File: config.mk
export PLATFORM = sky130hd
export DESIGN_NAME = iof_top
export DESIGN_NICKNAME = d
export VERILOG_FILES = /design/src/iof_pkg.sv /design/src/iof_top.sv /design/src/iof_watchdog.sv
export VERILOG_INCLUDE_DIRS = /design/src /design/src/src
export SDC_FILE = /design/constraint.sdc
export NUM_CORES = 1
export LEC_CHECK = 0
export ABC_CLOCK_PERIOD_IN_PS = 2900
export BUFFER_PORTS_ARGS = -buffer_cell sky130_fd_sc_hd__buf_2
export CAP_MARGIN = 30
export CELL_PAD_IN_SITES_DETAIL_PLACEMENT = 1
export CELL_PAD_IN_SITES_GLOBAL_PLACEMENT = 1
export CORE_MARGIN = 3
export CORE_UTILIZATION = 46
export DETAILED_ROUTE_END_ITERATION = 7
export GPL_TIMING_DRIVEN = 0
export PLACE_DENSITY = 0.77
export SYNTH_ARGS = -nofsm -noshare
export SYNTH_HDL_FRONTEND = slang
export SYNTH_SLANG_ARGS = --single-unit
File: constraint.sdc
create_clock -name ref_clk -period 2.9 [get_ports ref_clk]
set_clock_uncertainty 0.1 [all_clocks]
set_input_delay 0.435 -clock ref_clk [delete_from_list [all_inputs] [get_ports ref_clk]]
set_output_delay 0.435 -clock ref_clk [all_outputs]
set_load 0.02 [all_outputs]
File: src/iof_params.svh
// constants for the intelligent output flag block
`ifndef IOF_PARAMS_SVH
`define IOF_PARAMS_SVH

// -----------------------------------------------------------------------------
// output function codes
// -----------------------------------------------------------------------------
`define IOF_CODE_COMBINE 8'h09
`define IOF_CODE_FB_LOSS 8'h0a
`define IOF_CODE_LOW_CUR 8'h2b

// -----------------------------------------------------------------------------
// register offsets
// -----------------------------------------------------------------------------
`define IOF_ADDR_CTRL 4'h0
`define IOF_ADDR_TIMEOUT 4'h1
`define IOF_ADDR_THRESH 4'h2
`define IOF_ADDR_STATUS 4'h3
`define IOF_ADDR_IRQ_STAT 4'h4
`define IOF_ADDR_IRQ_MASK 4'h5
`define IOF_ADDR_CURRENT 4'h6

// -----------------------------------------------------------------------------
// control field positions
// -----------------------------------------------------------------------------
`define IOF_CTRL_OPA_LSB 0
`define IOF_CTRL_OPB_LSB 4
`define IOF_CTRL_OPR_LSB 8
`define IOF_CTRL_RESP_LSB 12
`define IOF_CTRL_LCMODE_BIT 16

// -----------------------------------------------------------------------------
// reset values and timing
// -----------------------------------------------------------------------------
`define IOF_CTRL_RESET 32'h0000_0000
`define IOF_TIMEOUT_RESET 16'h0000
`define IOF_THRESH_RESET 16'h0000
`define IOF_TICK_US 10000
`define IOF_CLK_MHZ 25
`define IOF_TICK_CYCLES (`IOF_TICK_US * `IOF_CLK_MHZ)

`endif

File: src/iof_pkg.sv
// types for the intelligent output flag block
package iof_pkg;

  typedef enum logic [1:0]
  {
    IOF_OP_AND,
    IOF_OP_OR,
    IOF_OP_XOR,
    IOF_OP_RSVD
  } iof_op_e;

  typedef struct packed
  {
    logic combine;
    logic fb_loss;
    logic low_cur;
  } iof_flags_s;

  typedef enum logic
  {
    IOF_WD_IDLE,
    IOF_WD_RUN
  } iof_wd_e;

endpackage

File: src/iof_top.sv
// intelligent output flags: combiner, fieldbus loss, low load
//
// Design decisions made here: strobed register access and the register offsets.
`timescale 1ns/1ps
`include "iof_params.svh"

module iof_top
  import iof_pkg::*;
#(
  parameter int TICK_CYCLES = `IOF_TICK_CYCLES,
  parameter int CW = 16,
  parameter int NSRC = 9
)
(
  input wire logic ref_clk,
  input wire logic reset_n,
  input wire logic [3:0] addr,
  input wire logic [31:0] wdata,
  input wire logic wr_en,
  input wire logic rd_en,
  output logic [31:0] rdata,
  input wire logic [NSRC-1:0] source_flags,
  input wire logic fieldbus_activity,
  input wire logic [CW-1:0] output_current,
  output logic combine_flag,
  output logic fieldbus_loss_flag,
  output logic low_current_flag,
  output logic irq
);

  // -----------------------------------------------------------------------------
  // registers
  // -----------------------------------------------------------------------------
  logic [31:0] ctrl_q, ctrl_d;
  logic [15:0] timeout_q, timeout_d;
  logic [CW-1:0] thresh_q, thresh_d;
  logic [2:0] stat_q, stat_d;
  logic [2:0] mask_q, mask_d;
  logic [31:0] rdata_q, rdata_d;
  logic irq_q, irq_d;
  iof_flags_s flags_q, flags_d;
  logic wd_loss;

  logic [3:0] first_operand_select;
  logic [3:0] second_operand_select;
  iof_op_e combine_operator_select;
  logic [1:0] fieldbus_loss_response;
  logic low_current_mode;
  logic opa, opb, comb_res;
  logic [2:0] rise;

  assign first_operand_select = ctrl_q[`IOF_CTRL_OPA_LSB +: 4];
  assign second_operand_select = ctrl_q[`IOF_CTRL_OPB_LSB +: 4];
  assign combine_operator_select = iof_op_e'(ctrl_q[`IOF_CTRL_OPR_LSB +: 2]);
  // response code decoded but unused; this block has no trip logic and only reads it back through the control register
  assign fieldbus_loss_response = ctrl_q[`IOF_CTRL_RESP_LSB +: 2];
  assign low_current_mode = ctrl_q[`IOF_CTRL_LCMODE_BIT];

  // -----------------------------------------------------------------------------
  // fieldbus watchdog
  // -----------------------------------------------------------------------------
  iof_watchdog #(
    .TICK_CYCLES(TICK_CYCLES),
    .TW(16)
  ) u_wd (
    .ref_clk(ref_clk),
    .reset_n(reset_n),
    .activity(fieldbus_activity),
    .period(timeout_q),
    .loss(wd_loss)
  );

  // -----------------------------------------------------------------------------
  // flag logic
  // -----------------------------------------------------------------------------
  always_comb
  begin
    // out-of-range selects read as zero
    opa = (first_operand_select < NSRC) ? source_flags[first_operand_select] : 1'b0;
    opb = (second_operand_select < NSRC) ? source_flags[second_operand_select] : 1'b0;
    case (combine_operator_select)
      IOF_OP_AND: comb_res = opa & opb;
      IOF_OP_OR: comb_res = opa | opb;
      IOF_OP_XOR: comb_res = opa ^ opb;
      default: comb_res = 1'b0;
    endcase
    flags_d = flags_q;
    flags_d.combine = comb_res;
    flags_d.fb_loss = wd_loss;
    // mode bit gates the comparator; off holds flag low
    if (!low_current_mode)
      flags_d.low_cur = 1'b0;
    else if (output_current < thresh_q)
      flags_d.low_cur = 1'b1;
    else if (output_current > thresh_q)
      flags_d.low_cur = 1'b0;
    else
      flags_d.low_cur = flags_q.low_cur;
  end

  // -----------------------------------------------------------------------------
  // register bus and interrupt
  // -----------------------------------------------------------------------------
  always_comb
  begin
    ctrl_d = ctrl_q;
    timeout_d = timeout_q;
    thresh_d = thresh_q;
    mask_d = mask_q;
    rise = {flags_d.low_cur & ~flags_q.low_cur,
            flags_d.fb_loss & ~flags_q.fb_loss,
            flags_d.combine & ~flags_q.combine};
    stat_d = stat_q;
    rdata_d = 32'h0;
    if (wr_en)
    begin
      case (addr)
        `IOF_ADDR_CTRL: ctrl_d = wdata;
        `IOF_ADDR_TIMEOUT: timeout_d = wdata[15:0];
        `IOF_ADDR_THRESH: thresh_d = wdata[CW-1:0];
        `IOF_ADDR_IRQ_MASK: mask_d = wdata[2:0];
        default: ;
      endcase
    end
    if (rd_en)
    begin
      case (addr)
        `IOF_ADDR_CTRL: rdata_d = ctrl_q;
        `IOF_ADDR_TIMEOUT: rdata_d = {16'h0, timeout_q};
        `IOF_ADDR_THRESH: rdata_d = 32'(thresh_q);
        `IOF_ADDR_STATUS: rdata_d = {29'h0, flags_q};
        `IOF_ADDR_IRQ_STAT:
        begin
          rdata_d = {29'h0, stat_q};
          stat_d = 3'h0;
        end
        `IOF_ADDR_IRQ_MASK: rdata_d = {29'h0, mask_q};
        `IOF_ADDR_CURRENT: rdata_d = 32'(output_current);
        default: rdata_d = 32'h0;
      endcase
    end
    // set wins over the read clear
    stat_d = stat_d | rise;
    irq_d = |(stat_d & mask_d);
  end

  always_ff @(posedge ref_clk or negedge reset_n)
  begin
    if (!reset_n)
    begin
      ctrl_q <= `IOF_CTRL_RESET;
      timeout_q <= `IOF_TIMEOUT_RESET;
      thresh_q <= CW'(`IOF_THRESH_RESET);
      stat_q <= 3'h0;
      mask_q <= 3'h0;
      rdata_q <= 32'h0;
      irq_q <= 1'b0;
      flags_q <= '0;
    end
    else
    begin
      ctrl_q <= ctrl_d;
      timeout_q <= timeout_d;
      thresh_q <= thresh_d;
      stat_q <= stat_d;
      mask_q <= mask_d;
      rdata_q <= rdata_d;
      irq_q <= irq_d;
      flags_q <= flags_d;
    end
  end

  assign rdata = rdata_q;
  assign combine_flag = flags_q.combine;
  assign fieldbus_loss_flag = flags_q.fb_loss;
  assign low_current_flag = flags_q.low_cur;
  assign irq = irq_q;

endmodule

File: src/iof_watchdog.sv
// fieldbus silence watchdog with 10 ms tick prescaler
`timescale 1ns/1ps
`include "iof_params.svh"

module iof_watchdog
  import iof_pkg::*;
#(
  parameter int TICK_CYCLES = `IOF_TICK_CYCLES,
  parameter int TW = 16
)
(
  input wire logic ref_clk,
  input wire logic reset_n,
  input wire logic activity,
  input wire logic [TW-1:0] period,
  output logic loss
);

  logic [31:0] pre_q, pre_d;
  logic [TW-1:0] cnt_q, cnt_d;
  logic loss_q, loss_d;
  logic tick;

  // -----------------------------------------------------------------------------
  // prescaler and silence counter
  // -----------------------------------------------------------------------------
  always_comb
  begin
    tick = (pre_q == 32'(TICK_CYCLES - 1));
    pre_d = tick ? 32'h0 : pre_q + 32'h1;
    cnt_d = cnt_q;
    loss_d = loss_q;
    if (period == '0)
    begin
      // zero period disables the watchdog
      cnt_d = '0;
      loss_d = 1'b0;
    end
    else if (activity)
    begin
      cnt_d = '0;
      loss_d = 1'b0;
    end
    else if (tick)
    begin
      if (cnt_q >= period)
        loss_d = 1'b1;
      else
        cnt_d = cnt_q + 1'b1;
    end
    if (activity)
      pre_d = 32'h0;
  end

  always_ff @(posedge ref_clk or negedge reset_n)
  begin
    if (!reset_n)
    begin
      pre_q <= 32'h0;
      cnt_q <= '0;
      loss_q <= 1'b0;
    end
    else
    begin
      pre_q <= pre_d;
      cnt_q <= cnt_d;
      loss_q <= loss_d;
    end
  end

  assign loss = loss_q;

endmodule

==> results of run 1 <==
==> power groups by stage <==
| stage | Clock (mW) | Sequential [mW] | Combinational, mW |
|---|---|---|---|
| after detailed placement | 0 | 2.70 | 0.884 |
| after global placement | 0 | 2.68 | 0.820 |
| after CTS | 2.24 | 2.67 | 0.904 |
| after global routing | 2.34 | 2.70 | 1.01 |
| final | 2.19 | 2.67 | 0.890 |
| after floorplan | 0 | 2.64 | 0.564 |
==> repair_timing <==
action / 4_1_cts / 5_1_grt
endpoints found under the hold margin: 62 / 0
resized for setup: 0 / 0
hold buffers: 1 / 0
==> registers in the layout, indices dropped and copies added, names as in the netlist <==
name and count:
mask_q 3, combine_flag 1, fieldbus_loss_flag 1, u_wd.loss 1
ctrl_q 32, u_wd.pre_q 32, timeout_q 16, stat_q 3
irq 1, u_wd.cnt_q 16, low_current_flag 1, thresh_q 16
rdata 32
==> worst max-delay path, delay by kind of cell, from the launching register on <==
| family | cells | cell delay, ns |
|---|---|---|
| AND/OR/NAND/NOR | 1 | 0.35 |
| adder cells (fa/ha/maj) | 1 | 0.34 |
| AO/OA/AOI/OAI | 5 | 1.14 |
| flip-flops | 1 | 0.46 |
| buffers and inverters | 1 | 0.19 |
==> cell usage after synthesis (all sizes together), types with 16 or more instances <==
library cell / count
nand2: 50
nor2: 50
clkbuf: 17
mux2: 65
inv: 44
dfrtp: 155
nand4: 16
xor2: 21
and3: 30
nand3: 21
o21ai: 17
ha: 36
a21oi: 43
==> per-stage QoR <==
| step | setup TNS [ns] | utilization (%) | area, µm² | setup slack, ns |
|---|---|---|---|---|
| after CTS | 0 | 56.3 | 9080 | 0.242 |
| after floorplan | 0 | - | 7690 | 0.568 |
| after global placement | -144.52 | 52.5 | 8450 | -0.942 |
| after detailed placement | 0 | 52.7 | 8490 | 0.186 |
| after global routing | 0 | 56.3 | 9080 | 0.0742 |
| final | 0 | 56.3 | 9080 | 0.237 |
==> layout make-up <==
cell class                 count  area [µm²]  share of cell area (%)
buffer                        27         113                    1.24
clock inverter                15         155                    1.71
tap                          216         270                    2.98
clock buffer                  17         425                    4.69
sequential                   155        3880                    42.7
multi-input combinational    473        3540                    39.0
inverter                      44         165                    1.82
timing repair buffer         100         534                    5.89
==> routing by layer <==
layer	part of all wire, %	vias up	GRT usage [%]
met5	0.033	-	0
met4	2.1	2	7.95
met3	5.4	41	5.50
met2	50	161	42.6
met1	42	3074	30.7
li1	-	2759	-
==> cells by family (layout without fill, tap and decap cells) <==
group / count (synthesis) / after routing
DFF: 155 / 155
muxes: 80 / 80
and+or+nand+nor: 221 / 221
buffers and inverters: 71 / 203
AOI/OAI and AO/OA: 105 / 105
xor gates and xnor gates: 31 / 31
adders and majority gates: 36 / 36
==> path summary, 6_finish.rpt <==
| kind | from | end | slack [ns] | depth (start not counted) |
|---|---|---|---|---|
| worst max-delay path | u_wd.cnt_q[9] | u_wd.cnt_q[3] | 0.24 | 8 |
| worst min-delay path | wdata[30] | ctrl_q[30] | 0.12 | 2 |
| worst max register to register | u_wd.cnt_q[9] | u_wd.cnt_q[3] | 0.24 | 8 |
| worst min register to register | ctrl_q[21] | ctrl_q[21] | 0.38 | 1 |
| max in group asynchronous | reset_n | u_wd.pre_q[17] | 1.36 | 3 |
| min in group asynchronous | reset_n | ctrl_q[1] | 0.46 | 2 |
==> results.txt, run 1 <==
The wire length of the first global-routing pass is 35400 µm. The worst hold path belongs to the class in -> reg. TritonCTS built the clock tree. At the pin with the least slew margin, the transition time is 0.728 ns. The worst setup path is launched from a flop. The largest net degree at the start of global routing came out at 94. The primary flip-flop cell chosen by synthesis mapping is dfrtp_1. The max-slew headroom at the worst pin came out at 51.4%.

After detailed routing, the number of vias per cell comes to 5.77. Of the total synthesized cell area, the portion taken by AND, OR, NAND and NOR gates is about 15%. The time the worst path needs with I/O delays and setup came out at 2.66 ns. The synthesized design contains 0 enable-type register cells.

The most numerous cell type found on the critical path is a21oi_1. The largest individual stage delay along the critical path comes from the cell dfrtp_1. The design draws 5.75 mW. The signal on the critical path passes through ha_1, a21oi_1, o21a_1, a2bb2oi_1, o211ai_4, buf_6, or3_1, a21oi_1. For this design, the sink count on the clock tree is 155. The average footprint of a synthesized cell is 11.0 µm².

The number of top-level design ports is 102. For this run, the post-layout net count is 920. The number of nets with antenna violations after routing came out at 0. The total CTS buffers came out at 17. The fraction of synthesized area in multiplexers is 12.1%. The repair_antennas step left the layout with diodes totalling 0.

After detailed routing, the number of remaining DRC violations is 0. STA classifies the critical path endpoint as a flop. The netlist area before placement is 7690 µm². The run finished with clean final reports. The share of synthesized cell area in full adder, half adder and majority cells is 5.86%. The final critical-path share of the clock period is between 90% and 100%. The buffer cell driving the clock tree root is clkbuf_16. The sequential power share is a little under half. In the final layout, the share of cells above drive strength 1 is ~20%. Setup repair after global routing left no endpoint under its margin. The average wire per cell in the routed design is approximately 20 µm. Of all cell types, the one taking the most synthesized area is dfrtp_1.

After synthesis, the cell types taking the most area are dfrtp_1, mux2_1, ha_1. The combinational family with the most area after synthesis is simple AND/OR/NAND/NOR gates. The total iterations of the first detailed-routing run is 6. The peak ir drop on the vdd network came out at 0.439 mV. Summing the areas of all compound-gate instances in the mapped netlist gives 9.08% of the synthesized area.

The total global routing track utilization came out at 24.6%. The layout has 1781 filler cells. Post-CTS timing repair inserted 0 buffers for setup.

The vias after detailed routing is 6037. The number of antenna violations at the first check in global routing came out at 1. The switching part of the total power is 29.7%. Relative to the synthesized area, the layout overhead comes to 18.0%.

Max-cap violations in this run came to 0. The filler-free cell count of the finished design came out at 1047. The overall die width is between 100 and 150 µm.

For this configuration, the core starts out at a cell density of 47.7%. The number of slew-limit violations in the final report is 0. The xor and xnor area share after synthesis came out at under 10%. The flop and latch count out of synthesis came out at 155. At the end of routability-driven placement, the weighted congestion stood at 0.876. The largest fanout of any net on the critical path came out at 10. Setup violations remaining at the end of the flow were counted as 0. The number of distinct library cell variants in the gate-level netlist after synthesis is 59. The placeable core region came out at 16100 µm².

The remaining global-route overflow is 0. The design internal power is 4.05 mW. The worst-case hold slack came out at 0.116 ns. The data arrival at the endpoint of the critical path is between 2 and 3 ns.

The proportion of power drawn by combinational gates came out at 15.5%. The maximum achievable frequency came out at 375 MHz. The clock slew seen by the registers of the worst setup and hold paths came out at 0.07 ns.

Once placement completed, the tool counted placed cells totaling about 1000. The power per cell area came out at 634 nW/µm². The insertion delay of the later-clocked pin in the worst-skew pair came out at 0.43 ns.

The leakage power total came out at 4.35 nW. The routed wire length is between 20000 and 25000 µm. The largest single stage delay on the critical path is 0.46 ns.

By startpoint and endpoint, the worst setup path is classified as reg -> reg. At the worst endpoint, the required time is around 3.2 ns. The number of standard-cell rows in the floorplan came out at 46.

The proportion of netlist area held by the largest area contributor is between 50% and 60%. The placed wire-length estimate is 15600 µm. In this run the number of H-tree levels came out at 4. The die outline area is 18300 µm².

The clock network fraction of total power is 38.1%. The register area share after synthesis came out at 50.4%. During synthesis, Yosys emitted a total of 0 warnings. The die is 135 µm tall. After synthesis, the share of flip-flops with an asynchronous set or reset is 100%. The net load switching power came out at between 1.5 and 2 mW. The library cells used most frequently in the layout, excluding fill and tap cells, are dfrtp_1, buf_2, nand2_1, nor2_1, mux2_1. The final-report hold violation count was 0.

The library cell used most frequently in the layout, excluding fill and tap cells, is dfrtp_1. The largest buffer count on any clock path came out at 2. The number of global-route vias before repair came to just under 7000. Synthesis handed over a netlist of 699 instances. The detailed router's first-iteration violation count is 404. The total nets after synthesis is 801. The number of input and output port buffers inserted is 98.
Note: power is estimated with default switching activity, not from simulation.
==> inputs of run 2 (changes only) <==
--- a/config.mk
+++ b/config.mk
@@ -9,9 +9,9 @@
 export ABC_CLOCK_PERIOD_IN_PS = 2900
 export BUFFER_PORTS_ARGS = -buffer_cell sky130_fd_sc_hd__buf_2
 export CAP_MARGIN = 30
-export CELL_PAD_IN_SITES_DETAIL_PLACEMENT = 1
+export CELL_PAD_IN_SITES_DETAIL_PLACEMENT = 0
 export CELL_PAD_IN_SITES_GLOBAL_PLACEMENT = 1
-export CORE_MARGIN = 3
+export CORE_MARGIN = 10
 export CORE_UTILIZATION = 46
 export DETAILED_ROUTE_END_ITERATION = 7
 export GPL_TIMING_DRIVEN = 0
==> run 2 against run 1 <==
Setup slack better by 0.055 ns. Routed wire length is 9.3% lower. Highest routed layer is now met4. Final cell count is 0.38% higher. Critical path depth is 1 higher.
==> results.txt, run 2 (synthesis gave the netlist of run 1 again) <==
The cell area reported after detailed placement came to 8490 µm² (about the same). Leading cell types in the layout, fill and taps excluded: dfrtp_1, buf_2, nand2_1, nor2_1, mux2_1 (unchanged). The logic depth of the worst setup path including buffers came out at 9 (was 8). The number of slew-limit violations in the final report is 0 (unchanged). The clock slew seen by the registers of the worst setup and hold paths came out at 0.07 ns (about the same). The insertion delay of the later-clocked pin in the worst-skew pair came out at 0.44 ns (was 0.43 ns). The DRC violation count after routing is 0 (unchanged).

Status: completed (unchanged). The time the worst path needs with I/O delays and setup was 2.61 ns (was 2.66 ns). The highest cell delay on the worst timing path came to 0.54 ns (was 0.46 ns). The largest net degree at the start of global routing came out at 96 (was 94). The number of input and output port buffers inserted came out at 98 (unchanged). The type of the worst min-delay path was in -> reg (unchanged). The cell count of the worst reg-to-reg path was 9 (was 8). Worst path cell trace: mux4_2, mux2i_1, o21a_1, inv_1, ha_1, mux2i_1, o22ai_1, a22o_1, a211o_1 (was ha_1, a21oi_1, o21a_1, a2bb2oi_1, o211ai_4, buf_6, or3_1, a21oi_1).

The dominant cell type by count on the critical path is mux2i_1 (was a21oi_1). The weighted congestion at the end of routability-driven global placement is 0.866 (was 0.876). The clock net sink count came out at 155 (unchanged). The area growth from synthesis to layout came out at 18.5% (was 18.0%). The post-route cell area is 9110 µm² (was 9080 µm²).

The pre-CTS setup slack is 0.236 ns (was 0.186 ns). The hold-critical path depth came to 2 (unchanged). The met2 usage is 28.0% (was 42.6%).

The core utilization of the finished layout came out at 55.3% (was 56.3%). The max-slew headroom at the worst pin was 50.5% (was 51.4%). Setup repair after global routing missed its margin: false (unchanged). The largest buffer count on any clock path came out at 2 (unchanged). The number of nets in the layout came out at 920 (unchanged). The maximum achievable frequency came out at 383 MHz (was 375 MHz). The sequential power share came out at 45.8% (was 46.4%).

The placed wire-length estimate is 14500 µm (was 15600 µm). The routing layer with the top usage in global route is met2 (unchanged). The category of the worst setup path capture point is a flop (unchanged).

The total iterations of the first detailed-routing run was 6 (unchanged). The number of standard-cell rows in the floorplan was 47 (was 46). The commonest non-fill, non-tap cell in the layout is dfrtp_1 (unchanged). The number of nets with antenna violations after routing is 0 (unchanged).

The vertical die dimension is 149 µm (was 135 µm). The path type of the worst setup path was reg -> reg (unchanged). The power per cell area was 635 nW/µm² (was 634 nW/µm²). The final antenna diode count came out at 0 (unchanged). The startpoint kind of the worst setup timing path is a flop (unchanged). The number of global-route vias before repair came to 5888 (was 6729). The aggregate negative setup slack was 0 ns (unchanged). The post-layout worst setup margin came out at 0.292 ns (was 0.237 ns). The remaining global-route overflow came out at 0 (unchanged). The data required time of the worst path is 3.12 ns (was 3.15 ns).

The net load switching power is 1.71 mW (about the same). The met1 usage in global routing is 23.6% (was 30.7%). The starting utilization of the core area was 46.7% (was 47.7%).

The number of post-CTS setup repair buffers is 0 (unchanged). The count of buffering cells on the critical path with inverters included was 1 (unchanged). The total global routing track utilization is 17.8% (was 24.6%). The peak ir drop on the vdd network came out at 0.430 mV (was 0.439 mV).

The number of top-level design ports is 102 (unchanged). The number of antenna violations at the first check in global routing is 0 (was 1). The proportion of layout cells with a drive suffix above 1 came to 19.7% (unchanged). The proportion of power drawn by combinational gates came out at 14.9% (was 15.5%). The buffer cell driving the clock tree root is clkbuf_16 (unchanged). The average wire per cell in the routed design came to 18.5 µm (was 20.4 µm). The family of cells with the greatest summed delay on the critical path is compound AO/OA/AOI/OAI gates (unchanged). The final-report setup violation count came out at 0 (unchanged). The max capacitance violation total is 0 (unchanged). The final-report hold violation count is 0 (unchanged). The largest fanout of any net on the critical path was 5 (was 10). The TritonCTS clock tree is yes (unchanged). The slew at the pin closest to its max-slew limit is 0.743 ns (was 0.728 ns). The vias after detailed routing came out at 5846 (was 6037). The overall die width came to 149 µm (was 135 µm). The wire length of the first global-routing pass came to 31400 µm (was 35400 µm). The placeable core region came out at 16500 µm² (was 16100 µm²). The die outline area came out at 22300 µm² (was 18300 µm²). The leakage power total is 4.36 nW (was 4.35 nW). The detailed router's first-iteration violation count is 449 (was 404). The worst-case hold slack came to 0.105 ns (was 0.116 ns).

The switching part of the total power was 29.5% (was 29.7%). The met3 routing resource usage after global routing is 4.61% (was 5.50%). The H-tree depth came out at 4 (unchanged).

The clock network fraction of total power was 39.3% (was 38.1%). The routed wire length was 19400 µm (was 21400 µm). The total CTS buffers came out at 17 (unchanged). The cell with the biggest individual delay on the critical path is mux4_2 (was dfrtp_1). The mean number of vias per cell is 5.56 (was 5.77). The final critical-path share of the clock period is 89.9% (was 91.8%). The data arrival at the endpoint of the critical path is 2.83 ns (was 2.91 ns). The design internal power came out at 4.08 mW (was 4.05 mW).
==> run 2: worst paths after layout <==
kind / startpoint / slack, ns / to
max in group asynchronous: reset_n / 1.40 / u_wd.pre_q[22]
setup reg to reg: ctrl_q[0] / 0.29 / irq
hold reg to reg: ctrl_q[28] / 0.38 / ctrl_q[28]
setup / recovery: ctrl_q[0] / 0.29 / irq
min in group asynchronous: reset_n / 0.43 / rdata[1]
hold / removal: wdata[28] / 0.11 / ctrl_q[28]
==> run 2: timing repair <==
action | 4_1_cts | 5_1_grt
gates resized for setup | 0 | 0
endpoints found under the hold margin | 60 | 0
hold buffers | 1 | 0
==> run 2: per-layer routing <==
metal  vias to the layer above  share of wire (%)
li1                       2773                  -
met1                      2893                 45
met2                       159                 48
met3                        21                6.0
met4                         0                1.2
met5                         -                  0
==> run 2: power by group through the flow <==
stage	Combinational, mW	Clock, mW	Sequential, mW
final	0.865	2.27	2.65
after global routing	0.981	2.41	2.68
after CTS	0.873	2.31	2.65
after detailed placement	0.867	0	2.69
after global placement	0.828	0	2.68
after floorplan	0.564	0	2.64
==> run 2: through the flow <==
stage / power [mW] / std cells
CTS: 5.84 / 1051
finish: 5.79 / 1051
global route: 6.07 / 1051
global placement: 3.51 / 1017
detailed placement: 3.56 / 1018
floorplan: 3.20 / 699
==> run 2: area by class of cell <==
class	instances	area, µm²
Buffer	27	113
Clock buffer	18	439
Clock inverter	14	171
Fill cell	1457	7350
Inverter	44	165
Multi-Input combinational cell	473	3540
Sequential cell	155	3880
Tap cell	220	275
Timing Repair Buffer	100	534
==> inputs of run 3 (changes only) <==
--- a/config.mk
+++ b/config.mk
@@ -15,6 +15,7 @@
 export CORE_UTILIZATION = 46
 export DETAILED_ROUTE_END_ITERATION = 7
 export GPL_TIMING_DRIVEN = 0
+export MAX_ROUTING_LAYER = met4
 export PLACE_DENSITY = 0.77
 export SYNTH_ARGS = -nofsm -noshare
 export SYNTH_HDL_FRONTEND = slang
==> run 3 against run 2 <==
Critical path type unchanged. Fmax hardly changed. Largest cell class unchanged. Setup slack worse by 0.0010 ns. Worst hold slack better by 0.0038 ns.
==> results.txt, run 3 (synthesis gave the netlist of run 1 again) <==
The total CTS buffers is 17 (unchanged). The H-tree depth was 4 (unchanged). The number of antenna violations at the first check in global routing is 0 (unchanged). The slew at the pin closest to its max-slew limit is 0.762 ns (was 0.743 ns). The final-report setup violation count came to 0 (unchanged).

The peak ir drop on the vdd network came out at 0.425 mV (was 0.430 mV). The number of slew-limit violations in the final report came out at 0 (unchanged). The largest buffer count on any clock path is 2 (unchanged). The max capacitance violation total came out at 0 (unchanged). The weighted congestion at the end of routability-driven global placement came out at 0.880 (was 0.866). The buffer cell driving the clock tree root is clkbuf_16 (unchanged).

The clock slew seen by the registers of the worst setup and hold paths came out at 0.07 ns (about the same). The largest net degree at the start of global routing came to 96 (unchanged). The remaining global-route overflow came out at 0 (unchanged).

The overall die width is 149 µm (unchanged). The data required time of the worst path came out at 3.11 ns (was 3.12 ns). The final antenna diode count came out at 0 (unchanged). The placed wire-length estimate is 14500 µm (unchanged). The starting utilization of the core area is 46.7% (unchanged). The final-report hold violation count is 0 (unchanged). The final critical-path share of the clock period came out at 90.0% (was 89.9%).

The commonest non-fill, non-tap cell in the layout is dfrtp_1 (unchanged). The number of global-route vias before repair is 5894 (was 5888). The vias after detailed routing is 5846 (unchanged). The average wire per cell in the routed design came out at 18.5 µm (about the same). The filler-free cell count of the finished design came out at 1051 (unchanged). The area growth from synthesis to layout came out at 18.5% (unchanged). The TritonCTS clock tree is yes (unchanged). The proportion of layout cells with a drive suffix above 1 is 19.7% (unchanged).

The total instance count after detailed placement is 1018 (unchanged). The maximum achievable frequency came out at 383 MHz (about the same). The wire length of the first global-routing pass is 31400 µm (unchanged). The number of nets in the layout was 920 (unchanged).

The largest fanout of any net on the critical path is 5 (unchanged). The detailed router's first-iteration violation count came out at 443 (was 449). The leakage power total came to 4.36 nW (unchanged). The clock net sink count was 155 (unchanged). The die outline area came out at 22300 µm² (unchanged). The total iterations of the first detailed-routing run came out at 6 (unchanged). The path type of the worst setup path is reg -> reg (unchanged).

The number of post-CTS setup repair buffers is 0 (unchanged). The number of input and output port buffers inserted was 98 (unchanged). The category of the worst setup path capture point is a flop (unchanged).

The insertion delay of the later-clocked pin in the worst-skew pair is 0.43 ns (was 0.44 ns). The vertical die dimension came out at 149 µm (unchanged). The number of nets with antenna violations after routing came out at 0 (unchanged). The area of the multi-input gates is 3540 µm² (unchanged). The overall power of the completed layout came out at 5.79 mW (about the same). The placeable core region is 16500 µm² (unchanged). The number of standard-cell rows in the floorplan came out at 47 (unchanged). The power per cell area came out at 635 nW/µm² (about the same).

The total global routing track utilization came to 18.3% (was 17.8%). The data arrival at the endpoint of the critical path is 2.82 ns (was 2.83 ns). Setup repair after global routing missed its margin: false (unchanged).

Status: completed (unchanged). The routed wire length came to 19400 µm (about the same). The register-to-register path setup slack came out at 0.29 ns (about the same). Leading cell types in the layout, fill and taps excluded: dfrtp_1, buf_2, nand2_1, nor2_1, mux2_1 (unchanged). The mean number of vias per cell came out at 5.56 (unchanged). The max-slew headroom at the worst pin is 49.2% (was 50.5%). The number of top-level design ports came out at 102 (unchanged).

The DRC violation count after routing is 0 (unchanged). The flip-flop and latch area was 3880 µm² (unchanged). The layout filler cell count is 1457 (unchanged). The type of the worst min-delay path is in -> reg (unchanged). The startpoint kind of the worst setup timing path is a flop (unchanged). The time the worst path needs with I/O delays and setup came out at 2.61 ns (about the same).
[run 3: cell counts in the layout (fill, tap and decap cells not counted)]
Identical to the previous run, type by type.
[run 3: cell type report]
| class | instances | area share [%] |
|---|---|---|
| Sequential cell | 155 | 42.6 |
| Multi-Input combinational cell | 473 | 38.8 |
| Timing Repair Buffer | 100 | 5.86 |
| Clock buffer | 18 | 4.82 |
| Tap cell | 220 | 3.02 |
| Clock inverter | 14 | 1.88 |
| Inverter | 44 | 1.81 |
| Buffer | 27 | 1.24 |
[run 3: per-layer routing]
metal	vias to the layer above	track usage [%]	routed length [µm]	part of all wire, %
met4	0	5.50	273	1.4
met2	157	28.0	9210	47
li1	2776	-	-	-
met1	2889	24.1	8940	46
met3	24	3.85	1010	5.2
met5	-	-	0	0
[run 3: metrics by stage]
step | utilization [%] | hold WS [ns] | setup slack [ns] | area, µm² | TNS, ns
final | 55.3 | 0.109 | 0.291 | 9110 | 0
after global routing | 55.3 | 0.0949 | 0.143 | 9110 | 0
after CTS | 55.3 | 0.0921 | 0.272 | 9110 | 0
after detailed placement | 51.6 | 0.351 | 0.236 | 8490 | 0
after global placement | 51.4 | 0.365 | -0.953 | 8460 | -145.50
after floorplan | - | 0.0394 | 0.568 | 7690 | 0
[run 3: final timing paths]
kind / from / end / cells after the start
setup / recovery: ctrl_q[0] / irq / 9
hold / removal: wdata[28] / ctrl_q[28] / 2
setup reg to reg: ctrl_q[0] / irq / 9
hold reg to reg: ctrl_q[28] / ctrl_q[28] / 1
max in group asynchronous: reset_n / u_wd.cnt_q[4] / 3
min in group asynchronous: reset_n / rdata[1] / 2
[run 3: power by group]
part	internal (mW)	leakage, nW	switching [mW]	total, mW
Combinational	0.406	2.03	0.460	0.866
Sequential	2.42	2.03	0.230	2.65
Clock	1.26	0.298	1.01	2.27
Total	4.09	4.36	1.70	5.79
[run 3: timing repair]
action,CTS,global route
gates resized for setup,0,0
hold endpoints to repair,60,0
hold buffers,1,0
[run 3: critical path: stages (launching register included)]
cell     delay [ns]
dfrtp_1        0.50
mux4_2         0.53
mux2i_1        0.15
o21a_1         0.15
inv_1          0.05
ha_1           0.19
mux2i_1        0.12
o22ai_1        0.12
a22o_1         0.27
a211o_1        0.30
